--- src/shared/dma_ctl_pkg.sv ---
// Constants shared by the channel transfer-control block and its address stepper.
// Assumes an APB slave with a 12-bit byte address and 32-bit data.
package dma_ctl_pkg;

  // Register byte offsets
  localparam logic [11:0] OFFS_CTL_LOW = 12'h018;
  localparam logic [11:0] OFFS_SRC_START = 12'h100;
  localparam logic [11:0] OFFS_DST_START = 12'h104;
  localparam logic [11:0] OFFS_SRC_NOW = 12'h108;
  localparam logic [11:0] OFFS_DST_NOW = 12'h10C;
  localparam logic [11:0] OFFS_RAW_IRQ = 12'h110;
  localparam logic [11:0] OFFS_CFG_STATUS = 12'h114;

  // Field positions in channel_transfer_control_low
  localparam int POS_IRQ_EN = 0;
  localparam int POS_DST_WIDTH = 1;
  localparam int POS_SRC_WIDTH = 4;
  localparam int POS_DST_STEP = 7;
  localparam int POS_SRC_STEP = 9;
  localparam int POS_DST_BURST = 11;
  localparam int POS_SRC_BURST = 14;

  // Field reset values
  localparam logic RST_IRQ_EN = 1'b1;
  localparam logic [2:0] RST_WIDTH = 3'h0;
  localparam logic [1:0] RST_STEP = 2'h0;
  localparam logic [2:0] RST_BURST = 3'h1;

  // Field positions in the configuration status register
  localparam int POS_SRC_WIDTH_BAD = 0;
  localparam int POS_DST_WIDTH_BAD = 1;

  // Raw interrupt sources of the channel
  localparam int IRQ_NUM = 5;

  // Item width codes and their byte counts
  localparam logic [2:0] WIDTH_CODE_8 = 3'h0;
  localparam logic [2:0] WIDTH_CODE_16 = 3'h1;
  localparam logic [2:0] WIDTH_CODE_32 = 3'h2;
  localparam logic [2:0] WIDTH_CODE_64 = 3'h3;
  localparam logic [2:0] WIDTH_CODE_128 = 3'h4;
  localparam logic [2:0] WIDTH_CODE_256 = 3'h5;
  localparam logic [5:0] BYTES_8 = 6'h01;
  localparam logic [5:0] BYTES_16 = 6'h02;
  localparam logic [5:0] BYTES_32 = 6'h04;
  localparam logic [5:0] BYTES_64 = 6'h08;
  localparam logic [5:0] BYTES_128 = 6'h10;
  localparam logic [5:0] BYTES_256 = 6'h20;

  // Burst-length codes: 000 is one item, code n above zero is 2^(n+1) items
  localparam logic [2:0] BURST_CODE_SINGLE = 3'h0;
  localparam logic [8:0] BURST_ITEMS_SINGLE = 9'h001;

  typedef enum logic [1:0] {
    STEP_INC = 2'b00,
    STEP_DEC = 2'b01,
    STEP_HOLD_LO = 2'b10,
    STEP_HOLD_HI = 2'b11
  } step_mode_type;

endpackage

--- src/rtl/dma_channel_transfer_control.sv ---
// Transfer-control word of one DMA channel: address stepping, item widths,
// burst lengths and the channel interrupt mask, behind an APB slave.
// Assumes transfer strobes and raw interrupt events come from channel logic on pclk.
//
// Overview of operation
// - Source address increments on 00, decrements on 01, holds on 1x; resets to 00.
// - Destination address increments on 00, decrements on 01, holds on 1x; resets 00.
// - Width codes map 000..100 to 8..128 bits, 101 and 11x to 256; reset 000.
// - The source read drives AHB hsize from the source item width.
// - Interrupt enable masks all channel interrupts; raw status still sets; resets to one.
// - Burst codes 000..111 give 1, 4, 8, 16, 32, 64, 128, 256 items.
//
// The implementer's own choices: the address map and the APB register port.
`timescale 1ns/1ns
module dma_channel_transfer_control
  import dma_ctl_pkg::*;
(
  input wire logic pclk,
  input wire logic presetn,
  input wire logic psel,
  input wire logic penable,
  input wire logic pwrite,
  input wire logic [11:0] paddr,
  input wire logic [31:0] pwdata,
  output logic [31:0] prdata,
  output logic pready,
  output logic pslverr,
  input wire logic src_xfer_done,
  input wire logic dst_xfer_done,
  input wire logic [IRQ_NUM-1:0] irq_event,
  output logic [31:0] src_addr,
  output logic [31:0] dst_addr,
  output logic [2:0] hsize_read,
  output logic [2:0] src_item_width,
  output logic [2:0] dst_item_width,
  output logic [8:0] src_burst_items,
  output logic [8:0] dst_burst_items,
  output logic [IRQ_NUM-1:0] chan_irq
);

  // Control fields
  logic chan_irq_mask_en;
  logic [1:0] src_addr_step;
  logic [1:0] dst_addr_step;
  logic [2:0] src_burst_len;
  logic [2:0] dst_burst_len;
  logic [2:0] src_width_field;
  logic [2:0] dst_width_field;
  logic [31:0] src_start;
  logic [31:0] dst_start;
  logic [IRQ_NUM-1:0] raw_irq;
  logic [IRQ_NUM-1:0] next_raw_irq;

  // Bus decode
  logic wr_fire;
  logic setup;
  logic hit;
  logic [31:0] next_prdata;
  logic load_src;
  logic load_dst;
  logic [31:0] src_now;
  logic [31:0] dst_now;
  logic [31:0] ctl_word;
  logic [31:0] status_word;
  logic src_width_bad;
  logic dst_width_bad;

  assign setup = psel && !penable;
  assign wr_fire = psel && penable && pready && pwrite;

  always_comb begin
    unique case (paddr)
      OFFS_CTL_LOW, OFFS_SRC_START, OFFS_DST_START, OFFS_SRC_NOW,
      OFFS_DST_NOW, OFFS_RAW_IRQ, OFFS_CFG_STATUS: hit = 1'b1;
      default: hit = 1'b0;
    endcase
  end

  // Zero wait states: pready rises one cycle after setup and holds for the access
  always_ff @(posedge pclk or negedge presetn) begin
    if (!presetn) begin
      pready <= 1'b0;
    end else begin
      pready <= setup;
    end
  end

  // Unmapped addresses answer with an error and leave every register untouched
  always_ff @(posedge pclk or negedge presetn) begin
    if (!presetn) begin
      pslverr <= 1'b0;
    end else begin
      pslverr <= setup && !hit;
    end
  end

  always_ff @(posedge pclk or negedge presetn) begin
    if (!presetn) begin
      prdata <= 32'h0000_0000;
    end else if (setup && !pwrite) begin
      prdata <= next_prdata;
    end
  end

  always_comb begin
    ctl_word = 32'h0000_0000;
    ctl_word[POS_IRQ_EN] = chan_irq_mask_en;
    ctl_word[POS_DST_WIDTH +: 3] = dst_width_field;
    ctl_word[POS_SRC_WIDTH +: 3] = src_width_field;
    ctl_word[POS_DST_STEP +: 2] = dst_addr_step;
    ctl_word[POS_SRC_STEP +: 2] = src_addr_step;
    ctl_word[POS_DST_BURST +: 3] = dst_burst_len;
    ctl_word[POS_SRC_BURST +: 3] = src_burst_len;
  end

  always_comb begin
    status_word = 32'h0000_0000;
    status_word[POS_SRC_WIDTH_BAD] = src_width_bad;
    status_word[POS_DST_WIDTH_BAD] = dst_width_bad;
  end

  always_comb begin
    unique case (paddr)
      OFFS_CTL_LOW: next_prdata = ctl_word;
      OFFS_SRC_START: next_prdata = src_start;
      OFFS_DST_START: next_prdata = dst_start;
      OFFS_SRC_NOW: next_prdata = src_now;
      OFFS_DST_NOW: next_prdata = dst_now;
      OFFS_RAW_IRQ: next_prdata = {{(32-IRQ_NUM){1'b0}}, raw_irq};
      OFFS_CFG_STATUS: next_prdata = status_word;
      default: next_prdata = 32'h0000_0000;
    endcase
  end

  // Control word fields
  always_ff @(posedge pclk or negedge presetn) begin
    if (!presetn) begin
      chan_irq_mask_en <= RST_IRQ_EN;
    end else if (wr_fire && paddr == OFFS_CTL_LOW) begin
      chan_irq_mask_en <= pwdata[POS_IRQ_EN];
    end
  end

  always_ff @(posedge pclk or negedge presetn) begin
    if (!presetn) begin
      src_addr_step <= RST_STEP;
      dst_addr_step <= RST_STEP;
    end else if (wr_fire && paddr == OFFS_CTL_LOW) begin
      src_addr_step <= pwdata[POS_SRC_STEP +: 2];
      dst_addr_step <= pwdata[POS_DST_STEP +: 2];
    end
  end

  always_ff @(posedge pclk or negedge presetn) begin
    if (!presetn) begin
      src_width_field <= RST_WIDTH;
      dst_width_field <= RST_WIDTH;
    end else if (wr_fire && paddr == OFFS_CTL_LOW) begin
      src_width_field <= pwdata[POS_SRC_WIDTH +: 3];
      dst_width_field <= pwdata[POS_DST_WIDTH +: 3];
    end
  end

  always_ff @(posedge pclk or negedge presetn) begin
    if (!presetn) begin
      src_burst_len <= RST_BURST;
      dst_burst_len <= RST_BURST;
    end else if (wr_fire && paddr == OFFS_CTL_LOW) begin
      src_burst_len <= pwdata[POS_SRC_BURST +: 3];
      dst_burst_len <= pwdata[POS_DST_BURST +: 3];
    end
  end

  // Start addresses; a write also reloads the running address of that side
  assign load_src = wr_fire && paddr == OFFS_SRC_START;
  assign load_dst = wr_fire && paddr == OFFS_DST_START;

  always_ff @(posedge pclk or negedge presetn) begin
    if (!presetn) begin
      src_start <= 32'h0000_0000;
    end else if (load_src) begin
      src_start <= pwdata;
    end
  end

  always_ff @(posedge pclk or negedge presetn) begin
    if (!presetn) begin
      dst_start <= 32'h0000_0000;
    end else if (load_dst) begin
      dst_start <= pwdata;
    end
  end

  addr_stepper src_side (
    .pclk(pclk),
    .presetn(presetn),
    .load(load_src),
    .load_addr(pwdata),
    .step(src_xfer_done),
    .step_code(src_addr_step),
    .width_code(src_width_field),
    .addr(src_now)
  );

  addr_stepper dst_side (
    .pclk(pclk),
    .presetn(presetn),
    .load(load_dst),
    .load_addr(pwdata),
    .step(dst_xfer_done),
    .step_code(dst_addr_step),
    .width_code(dst_width_field),
    .addr(dst_now)
  );

  // Registered copies so every output leaves from a flip-flop
  always_ff @(posedge pclk or negedge presetn) begin
    if (!presetn) begin
      src_addr <= 32'h0000_0000;
    end else begin
      src_addr <= src_now;
    end
  end

  always_ff @(posedge pclk or negedge presetn) begin
    if (!presetn) begin
      dst_addr <= 32'h0000_0000;
    end else begin
      dst_addr <= dst_now;
    end
  end

  // Codes 110 and 111 have no 256-bit meaning on AHB, so they fold onto 101
  always_ff @(posedge pclk or negedge presetn) begin
    if (!presetn) begin
      hsize_read <= RST_WIDTH;
    end else begin
      hsize_read <= (src_width_field > WIDTH_CODE_256) ? WIDTH_CODE_256 : src_width_field;
    end
  end

  always_ff @(posedge pclk or negedge presetn) begin
    if (!presetn) begin
      src_item_width <= RST_WIDTH;
      dst_item_width <= RST_WIDTH;
    end else begin
      src_item_width <= (src_width_field > WIDTH_CODE_256) ? WIDTH_CODE_256 : src_width_field;
      dst_item_width <= (dst_width_field > WIDTH_CODE_256) ? WIDTH_CODE_256 : dst_width_field;
    end
  end

  // Widths above 32 bits are flagged but still honoured; the channel does not refuse them
  assign src_width_bad = src_width_field > WIDTH_CODE_32;
  assign dst_width_bad = dst_width_field > WIDTH_CODE_32;

  // Burst item counts
  always_ff @(posedge pclk or negedge presetn) begin
    if (!presetn) begin
      src_burst_items <= 9'(9'h002 << RST_BURST);
    end else begin
      src_burst_items <= (src_burst_len == BURST_CODE_SINGLE) ? BURST_ITEMS_SINGLE :
        9'(9'h002 << src_burst_len);
    end
  end

  always_ff @(posedge pclk or negedge presetn) begin
    if (!presetn) begin
      dst_burst_items <= 9'(9'h002 << RST_BURST);
    end else begin
      dst_burst_items <= (dst_burst_len == BURST_CODE_SINGLE) ? BURST_ITEMS_SINGLE :
        9'(9'h002 << dst_burst_len);
    end
  end

  // Raw status: write one to clear; an event in the clearing cycle stays set
  genvar i;
  generate
    for (i = 0; i < IRQ_NUM; i++) begin : g_raw
      always_comb begin
        next_raw_irq[i] = raw_irq[i];
        if (wr_fire && paddr == OFFS_RAW_IRQ && pwdata[i]) begin
          next_raw_irq[i] = 1'b0;
        end
        if (irq_event[i]) begin
          next_raw_irq[i] = 1'b1;
        end
      end
    end
  endgenerate

  always_ff @(posedge pclk or negedge presetn) begin
    if (!presetn) begin
      raw_irq <= '0;
    end else begin
      raw_irq <= next_raw_irq;
    end
  end

  // One enable gates every channel interrupt output
  always_ff @(posedge pclk or negedge presetn) begin
    if (!presetn) begin
      chan_irq <= '0;
    end else begin
      chan_irq <= next_raw_irq & {IRQ_NUM{chan_irq_mask_en}};
    end
  end

endmodule

--- src/rtl/addr_stepper.sv ---
// Address register of one side of a DMA channel, stepped once per transfer.
// Assumes load and step are single-cycle strobes from logic on pclk.
`timescale 1ns/1ns
module addr_stepper
  import dma_ctl_pkg::*;
(
  input wire logic pclk,
  input wire logic presetn,
  input wire logic load,
  input wire logic [31:0] load_addr,
  input wire logic step,
  input wire logic [1:0] step_code,
  input wire logic [2:0] width_code,
  output logic [31:0] addr
);

  logic [5:0] item_bytes;
  step_mode_type mode;

  assign mode = step_mode_type'(step_code);

  always_comb begin
    unique case (width_code)
      WIDTH_CODE_8: item_bytes = BYTES_8;
      WIDTH_CODE_16: item_bytes = BYTES_16;
      WIDTH_CODE_32: item_bytes = BYTES_32;
      WIDTH_CODE_64: item_bytes = BYTES_64;
      WIDTH_CODE_128: item_bytes = BYTES_128;
      default: item_bytes = BYTES_256;
    endcase
  end

  // A reload in the same cycle as a transfer wins; software restarts the side
  always_ff @(posedge pclk or negedge presetn) begin
    if (!presetn) begin
      addr <= 32'h0000_0000;
    end else if (load) begin
      addr <= load_addr;
    end else if (step) begin
      unique case (mode)
        STEP_INC: addr <= addr + {26'h000_0000, item_bytes};
        STEP_DEC: addr <= addr - {26'h000_0000, item_bytes};
        STEP_HOLD_LO, STEP_HOLD_HI: addr <= addr;
      endcase
    end
  end

endmodule

--- config.mk ---
export PLATFORM = sky130hd
export DESIGN_NAME = dma_channel_transfer_control
export DESIGN_NICKNAME = d
export VERILOG_FILES = /design/src/shared/dma_ctl_pkg.sv /design/src/rtl/dma_channel_transfer_control.sv /design/src/rtl/addr_stepper.sv
export SDC_FILE = /design/constraint.sdc
export NUM_CORES = 1
export LEC_CHECK = 0
export BUFFER_PORTS_ARGS = -buffer_cell sky130_fd_sc_hd__buf_4
export CAP_MARGIN = 10
export CORE_ASPECT_RATIO = 0.6
export CORE_UTILIZATION = 40
export CTS_CLUSTER_SIZE = 12
export DETAILED_ROUTE_END_ITERATION = 7
export MAX_ROUTING_LAYER = met4
export PLACE_DENSITY = 0.63
export SETUP_SLACK_MARGIN = 0.2
export SKIP_CTS_REPAIR_TIMING = 1
export SYNTH_ARGS = -nofsm -noshare
export SYNTH_HDL_FRONTEND = slang
export SYNTH_SLANG_ARGS = --single-unit
--- constraint.sdc ---
create_clock -name pclk -period 3.95 [get_ports pclk]
set_clock_uncertainty 0.2 [all_clocks]
set_input_delay 0.79 -clock pclk [delete_from_list [all_inputs] [get_ports pclk]]
set_output_delay 0.79 -clock pclk [all_outputs]
set_load 0.01 [all_outputs]
==> flow_metrics.env, run 1 <==
export IMPL_status="finished clean"
export IMPL_clockRootBuffer="clkbuf_16"
export IMPL_critPathSlowestCell="or3_4"
export IMPL_tightest_slew_ps=1170
export IMPL_layout_common_cells="288 x nand2_1, 270 x dfrtp_1, 269 x buf_4, 99 x nor2_1, 93 x a21oi_1"
export IMPL_gp_congestion=0.927
export IMPL_vias_per_cell=5.55
export IMPL_layout_commonest_cell="nand2_1"
export IMPL_worstSetupPathType="reg -> reg"
export IMPL_max_freq_mhz=254
export IMPL_htree_levels=1
export IMPL_hpwl_mm=32.0
export IMPL_p_sw_frac=0.275
export IMPL_netlist_instances=1497
export IMPL_seq_area_frac_synth=0.485
export IMPL_p_clk_frac=0.374
export IMPL_drcViolationCount=0
export IMPL_nNetsFinal=1834
export IMPL_r2r_cells=15
export IMPL_antenna_cells=0
export IMPL_antenna_left=0
export IMPL_wl_per_cell_um=20.0
export IMPL_critical_path_arrival_ps=4180
export IMPL_ys_flop_type="dfrtp_1"
export IMPL_leakage_nw=8.92
export IMPL_clkSlewWorstSetupHoldPaths_ps=60
export IMPL_vias=12201
export IMPL_dr_pass1_iters=7
export IMPL_routed_wl_mm=43.9
export IMPL_register_area_sq_um=6890
export IMPL_dieArea_sq_um=36300
export IMPL_path_cells="or3_4 -> ha_4 -> nor2_4 -> xnor2_1 -> ha_1 -> o21ai_2 -> a21oi_2 -> o31ai_4 -> a31oi_4 -> a31oi_4 -> and4bb_4 -> a2111oi_4 -> a21boi_2 -> xnor2_2 -> o311ai_2"
export IMPL_async_reset_ff_frac=1.00
export IMPL_endpoint_kind="flip-flop"
export IMPL_clockBufferDepth=3
export IMPL_r2r_slack_ps=20
export IMPL_crit_fanout=4
export IMPL_die_y_um=148
export IMPL_boundaryPins=186
export IMPL_fp_dieW_um=245
export IMPL_fin_crit_sh=0.996
export IMPL_n_fill_cell=3254
export IMPL_rsz0062_at_grt="true"
export IMPL_coreArea_sq_um=35000
export IMPL_critPathLaunchType="flip-flop"
export IMPL_cpPeakStageDelay_ps=410
export IMPL_clock_latency_ps=570
export IMPL_ys_seq_elements=275
export IMPL_hp_class="in -> async"
export IMPL_finalSetupViolCount=0
export IMPL_syn_area_per_cell_sq_um=9.49
export IMPL_syn_cell_area_sq_um=14200
export IMPL_row_count=53
export IMPL_fin_util=0.515
export IMPL_grt_antenna_before_repair=0
export IMPL_slew_viol_final=0
export IMPL_grt_overflow=0
export IMPL_seqPwrFrac=0.472
export IMPL_fin_cells=2199
export IMPL_finalHoldViolations=0
export IMPL_synth_cell_type_count=78
export IMPL_r2r_end="dst_side.addr[29]"
export IMPL_reg2reg_from="dst_width_field[2]"
export IMPL_powerDensity_nw_per_um2=389
export IMPL_portBuffers=183
export IMPL_maxSlewHeadroom=0.222
export IMPL_cp_required_ps=4200
export IMPL_grt_pass1_vias=11929
export IMPL_initial_core_util=0.406
export IMPL_vdd_drop_max_uv=307
export IMPL_cts_sinks=275
export IMPL_cts_tree="yes"
export IMPL_grt_pass1_wl_mm=67.3
export IMPL_ys_warn_count=0
export IMPL_min_period_ps=3930
export IMPL_p_int_mw=5.08
export IMPL_multi_input_area_sq_um=7400
export IMPL_maxCapViolCount=0
export IMPL_cts_inserted_buffers=28
export IMPL_p_sw_mw=1.93
export IMPL_grt_use_total=0.246
export IMPL_area_growth_pct=26.8
export IMPL_synth_edf_count=0
export IMPL_first_iter_violations=853
export IMPL_critical_path_endpoint="dst_side.addr[29]"
export IMPL_share_comb_of_total_power=0.154
export IMPL_dp_cells=2130
export IMPL_crit_path_frequent_cell="a31oi_4"
export IMPL_p_total_mw=7.01
export IMPL_grt_max_degree=94
export IMPL_drive_above_1_share=0.259
export IMPL_critical_path_startpoint="dst_width_field[2]"
-- state kept, by name, indices dropped and copies added, names as in the netlist --
| signal | cells |
|---|---|
| src_addr | 32 |
| pready | 1 |
| prdata | 32 |
| src_burst_len | 3 |
| dst_side.addr | 32 |
| src_width_field | 3 |
| dst_burst_items | 8 |
| chan_irq_mask_en | 1 |
| src_side.addr | 32 |
| raw_irq | 5 |
| dst_addr | 32 |
| dst_item_width | 3 |
| src_burst_items | 8 |
| dst_start | 32 |
| dst_burst_len | 3 |
| dst_addr_step | 2 |
| dst_width_field | 3 |
| chan_irq | 5 |
| src_addr_step | 2 |
| src_start | 32 |
| pslverr | 1 |
| src_item_width | 3 |
-- metal layers --
metal | GRT usage | routed length [um] | vias to the layer above
li1 | - | - | 5713
met1 | 0.347 | 20200 | 5981
met2 | 0.367 | 19900 | 437
met3 | 0.0408 | 2770 | 70
met4 | 0.0621 | 1070 | 0
met5 | - | 0 | -
-- kinds of logic after synthesis --
logic type	synth area share
AO/OA/AOI/OAI	0.195
XOR/XNOR	0.0327
adder cells (fa/ha/maj)	0.0609
buffers and inverters	0.0346
flip-flops	0.485
multiplexers	0.0200
other	0.000264
AND/OR/NAND/NOR	0.172
-- worst min-delay path by stage --
stage          slack, ps               from           end  cells after the start
2_1_floorplan        170   dst_side.addr[0]   dst_addr[0]                      0
3_3_place_gp         210  dst_side.addr[11]  dst_addr[11]                      0
3_5_place_dp         210   dst_side.addr[0]   dst_addr[0]                      0
4_1_cts               80            presetn  dst_addr[22]                      1
5_1_grt              100            presetn  dst_addr[22]                      1
6_report              50            presetn  dst_addr[22]                      1
-- synthesized netlist by cell type, types with 19 or more instances --
cell	number	area [sq um]
a21oi_1	103	515
nand2b_1	23	144
xnor2_1	26	228
buf_2	21	105
nand3_1	22	110
o21ai_0	90	450
xor2_1	27	236
a31oi_1	21	131
a21o_1	40	300
ha_1	66	826
dfrtp_1	270	6760
inv_1	20	75.1
a221oi_1	21	184
nor2_1	109	409
mux2_2	19	214
a22o_1	19	166
nand2_1	293	1100
clkbuf_1	67	251
-- power by group through the flow --
stage,Clock (mW),Combinational (mW),Sequential (mW)
2_1_floorplan,0,0.474,3.31
3_3_place_gp,0,1.00,3.35
3_5_place_dp,0,1.02,3.35
4_1_cts,2.68,1.02,3.30
5_1_grt,2.80,1.19,3.33
6_report,2.62,1.08,3.30
-- layout make-up --
type	instances	area share
Clock buffer	48	0.0448
Multi-Input combinational cell	1106	0.411
Timing Repair Buffer	279	0.121
Sequential cell	275	0.382
Tap cell	467	0.0324
Inverter	20	0.00417
Clock inverter	4	0.00403
-- worst max-delay path, delay by kind of cell, from the launching register on --
family / cells / cell delay (ps)
simple gates: 3 / 780
fa+ha+maj: 2 / 540
xor+xnor: 2 / 240
flops: 1 / 370
compound gates: 8 / 1660
-- through the flow --
step                TNS, ps  instance area [sq um]  worst slack [ps]  hold WS [ps]
floorplan                 0                  14300               210           174
global placement      -28.9                  16500             -28.9           214
detailed placement     -310                  16500              -125           212
CTS                    -479                  17400              -189          78.7
global route           -528                  18000              -120           102
finish                    0                  18000              16.3          54.9
Power figures use the tool's default switching activity.
==> run 2: changes to the inputs <==
- ABC_AREA: unset -> 1
- PLACE_DENSITY: 0.63 -> 0.62
- RECOVER_POWER: unset -> 100
==> run 2 against run 1 <==
  * The run now ends with DRC, capacitance limit, slew limit left
  * Count of clock-buffer cells in the layout shrank 4
  * Synthesized cell count increased by 51%
  * Sequential power is 4% higher
  * Non-clock buffer count fell by 74
  * Worst setup slack better by 280 ps
  * Cell count grew 35%
  * Clock power grew 3%
  * Routed wire length up 28%
  * Final area up 2.0%
  * Critical path depth shrank 5
==> flow_metrics.env, run 2 <==
export IMPL_grt_pass1_vias=14120
export IMPL_crit_buf_inv=4
export IMPL_crit_fanout=26
export IMPL_drive_above_1_share=0.0611
export IMPL_hp_class="reg -> reg"
export IMPL_endpoint_kind="flip-flop"
export IMPL_antenna_left=0
export IMPL_synth_area_leaders="dfrtp_1 42%, nand2_1 19%, inv_1 9.2%"
export IMPL_cts_inserted_buffers=29
export IMPL_hpwl_mm=43.9
export IMPL_critPathLaunchType="input port"
export IMPL_vias_per_cell=5.13
export IMPL_clock_latency_ps=600
export IMPL_netlist_instances=2257
export IMPL_synth_top_family_by_area="simple AND/OR/NAND/NOR gates"
export IMPL_cpLargestDelayFamily="buffers and inverters"
export IMPL_portBuffers=183
export IMPL_fp_dieW_um=261
export IMPL_ys_flop_type="dfrtp_1"
export IMPL_min_period_ps=3650
export IMPL_clockRootBuffer="clkbuf_16"
export IMPL_fin_crit_sh=0.925
export IMPL_first_iter_violations=1437
export IMPL_grt_max_degree=76
export IMPL_powerDensity_nw_per_um2=496
export IMPL_gp_congestion=0.967
export IMPL_syn_area_per_cell_sq_um=7.11
export IMPL_max_freq_mhz=274
export IMPL_finalHoldViolations=0
export IMPL_finalSetupViolCount=0
export IMPL_rsz0062_at_grt="true"
export IMPL_synthTopCellsByCount="810 x nand2_1, 394 x inv_1, 270 x dfrtp_1, 163 x nand3_1, 120 x nor2_1"
export IMPL_drcViolationCount=32
export IMPL_hold_ws_ps=194
export IMPL_maxSlewHeadroom=-0.394
export IMPL_path_cells="clkbuf_4 -> inv_1 -> nor2_1 -> nand2_1 -> clkinvlp_2 -> clkbuf_2 -> nand2_4 -> o21ai_0 -> o21ai_0 -> nand2_1"
export IMPL_syn_cell_area_sq_um=16000
export IMPL_layout_common_cells="813 x nand2_1, 397 x inv_1, 270 x dfrtp_1, 161 x nand3_1, 145 x clkbuf_1"
export IMPL_status="complete, but fails checks"
export IMPL_cts_sinks=275
export IMPL_cts_tree="yes"
export IMPL_slew_viol_final=75
export IMPL_synth_cell_type_count=43
export IMPL_antenna_cells=0
export IMPL_routed_wl_mm=56.4
export IMPL_critPathSlowestCell="clkinvlp_2"
export IMPL_grt_antenna_before_repair=1
export IMPL_die_y_um=157
export IMPL_cpPeakStageDelay_ps=850
export IMPL_htree_levels=1
export IMPL_row_count=56
export IMPL_r2r_slack_ps=320
export IMPL_critical_path_arrival_ps=3900
export IMPL_violations="DRC, capacitance limit, slew limit"
export IMPL_placedInstanceArea_sq_um=18000
export IMPL_dr_pass1_iters=8
export IMPL_clkSlewWorstSetupHoldPaths_ps=70
export IMPL_maxCapViolCount=1
export IMPL_ys_warn_count=0
export IMPL_synth_edf_count=0
export IMPL_worstSetupPathType="in -> reg"
export IMPL_area_growth_pct=14.6
export IMPL_leakage_nw=10.2
export IMPL_wl_per_cell_um=18.9
export IMPL_yosysTopAreaCell="dfrtp_1"
export IMPL_clockBufferDepth=3
export IMPL_ys_seq_elements=275
export IMPL_synth_fa_ha_area_frac=0.0540
export IMPL_tns_ps=0
export IMPL_boundaryPins=186
export IMPL_synth_simple_area_share=0.304
export IMPL_synthXorXnorAreaFrac=0.0120
export IMPL_coreArea_sq_um=39300
export IMPL_tightest_slew_ps=2090
export IMPL_muxShareOfSynthArea=0.000702
export IMPL_seq_area_frac_synth=0.429
export IMPL_grt_overflow=0
export IMPL_grt_use_total=0.283
export IMPL_vias=15287
export IMPL_layout_commonest_cell="nand2_1"
export IMPL_fin_area_sq_um=18400
export IMPL_nNetsFinal=2561
export IMPL_yosysMostFrequentCell="nand2_1"
export IMPL_cp_required_ps=4190
export IMPL_initial_core_util=0.408
export IMPL_dieArea_sq_um=40900
export IMPL_vdd_drop_max_uv=389
export IMPL_synth_top_area_frac=0.421
export IMPL_synth_compound_area_frac=0.0861
export IMPL_async_reset_ff_frac=1.00
export IMPL_grt_pass1_wl_mm=84.7
run 2: changes by cell type after synthesis, sizes merged, moves of 35 or more:
cell    change
a21oi      -35
nand2     +526
a21o       -40
inv       +382
nand3     +143
clkbuf     -49
run 2: cell type report:
type,count,area [sq um]
Timing Repair Buffer,205,1050
Sequential cell,275,6890
Clock buffer,44,812
Multi-Input combinational cell,1523,7370
Fill cell,4081,20900
Inverter,403,1520
Tap cell,522,653
Clock inverter,7,82.6
run 2: worst paths after layout:
path	startpoint	endpoint	cells past startpoint
setup / recovery	paddr[8]	prdata[20]	10
hold / removal	dst_side.addr[0]	dst_addr[0]	0
setup reg to reg	src_width_field[1]	src_side.addr[26]	20
hold reg to reg	dst_side.addr[0]	dst_addr[0]	0
max in group asynchronous	presetn	dst_addr[30]	2
min in group asynchronous	presetn	prdata[3]	1
run 2: power by group:
part / internal (mW) / switching, mW
sequential: 3.13 / 0.293
clock: 1.48 / 1.21
combinational: 0.953 / 2.04
run 2: metal layers:
metal,vias up,global-route usage,part of all wire
met2,632,0.391,0.40
met3,49,0.0506,0.091
met4,0,0.0434,0.015
met1,7219,0.432,0.49
met5,-,-,0
li1,7387,-,-
run 2: kinds of logic after synthesis:
group           Yosys count
simple gates           1179
buf+inv                 460
flops                   275
compound gates          251
fa+ha+maj                68
xor+xnor                 22
other cells               1
mux                       1
run 2: through the flow:
step                power (mW)   util  cells  setup WS, ps
floorplan                 5.33      -   2258          1100
global placement          6.50  0.457   2928           155
detailed placement        6.50  0.457   2928           208
CTS                       9.23  0.480   2979           180
global route              9.65  0.467   2979          85.0
finish                    9.11  0.467   2979           297
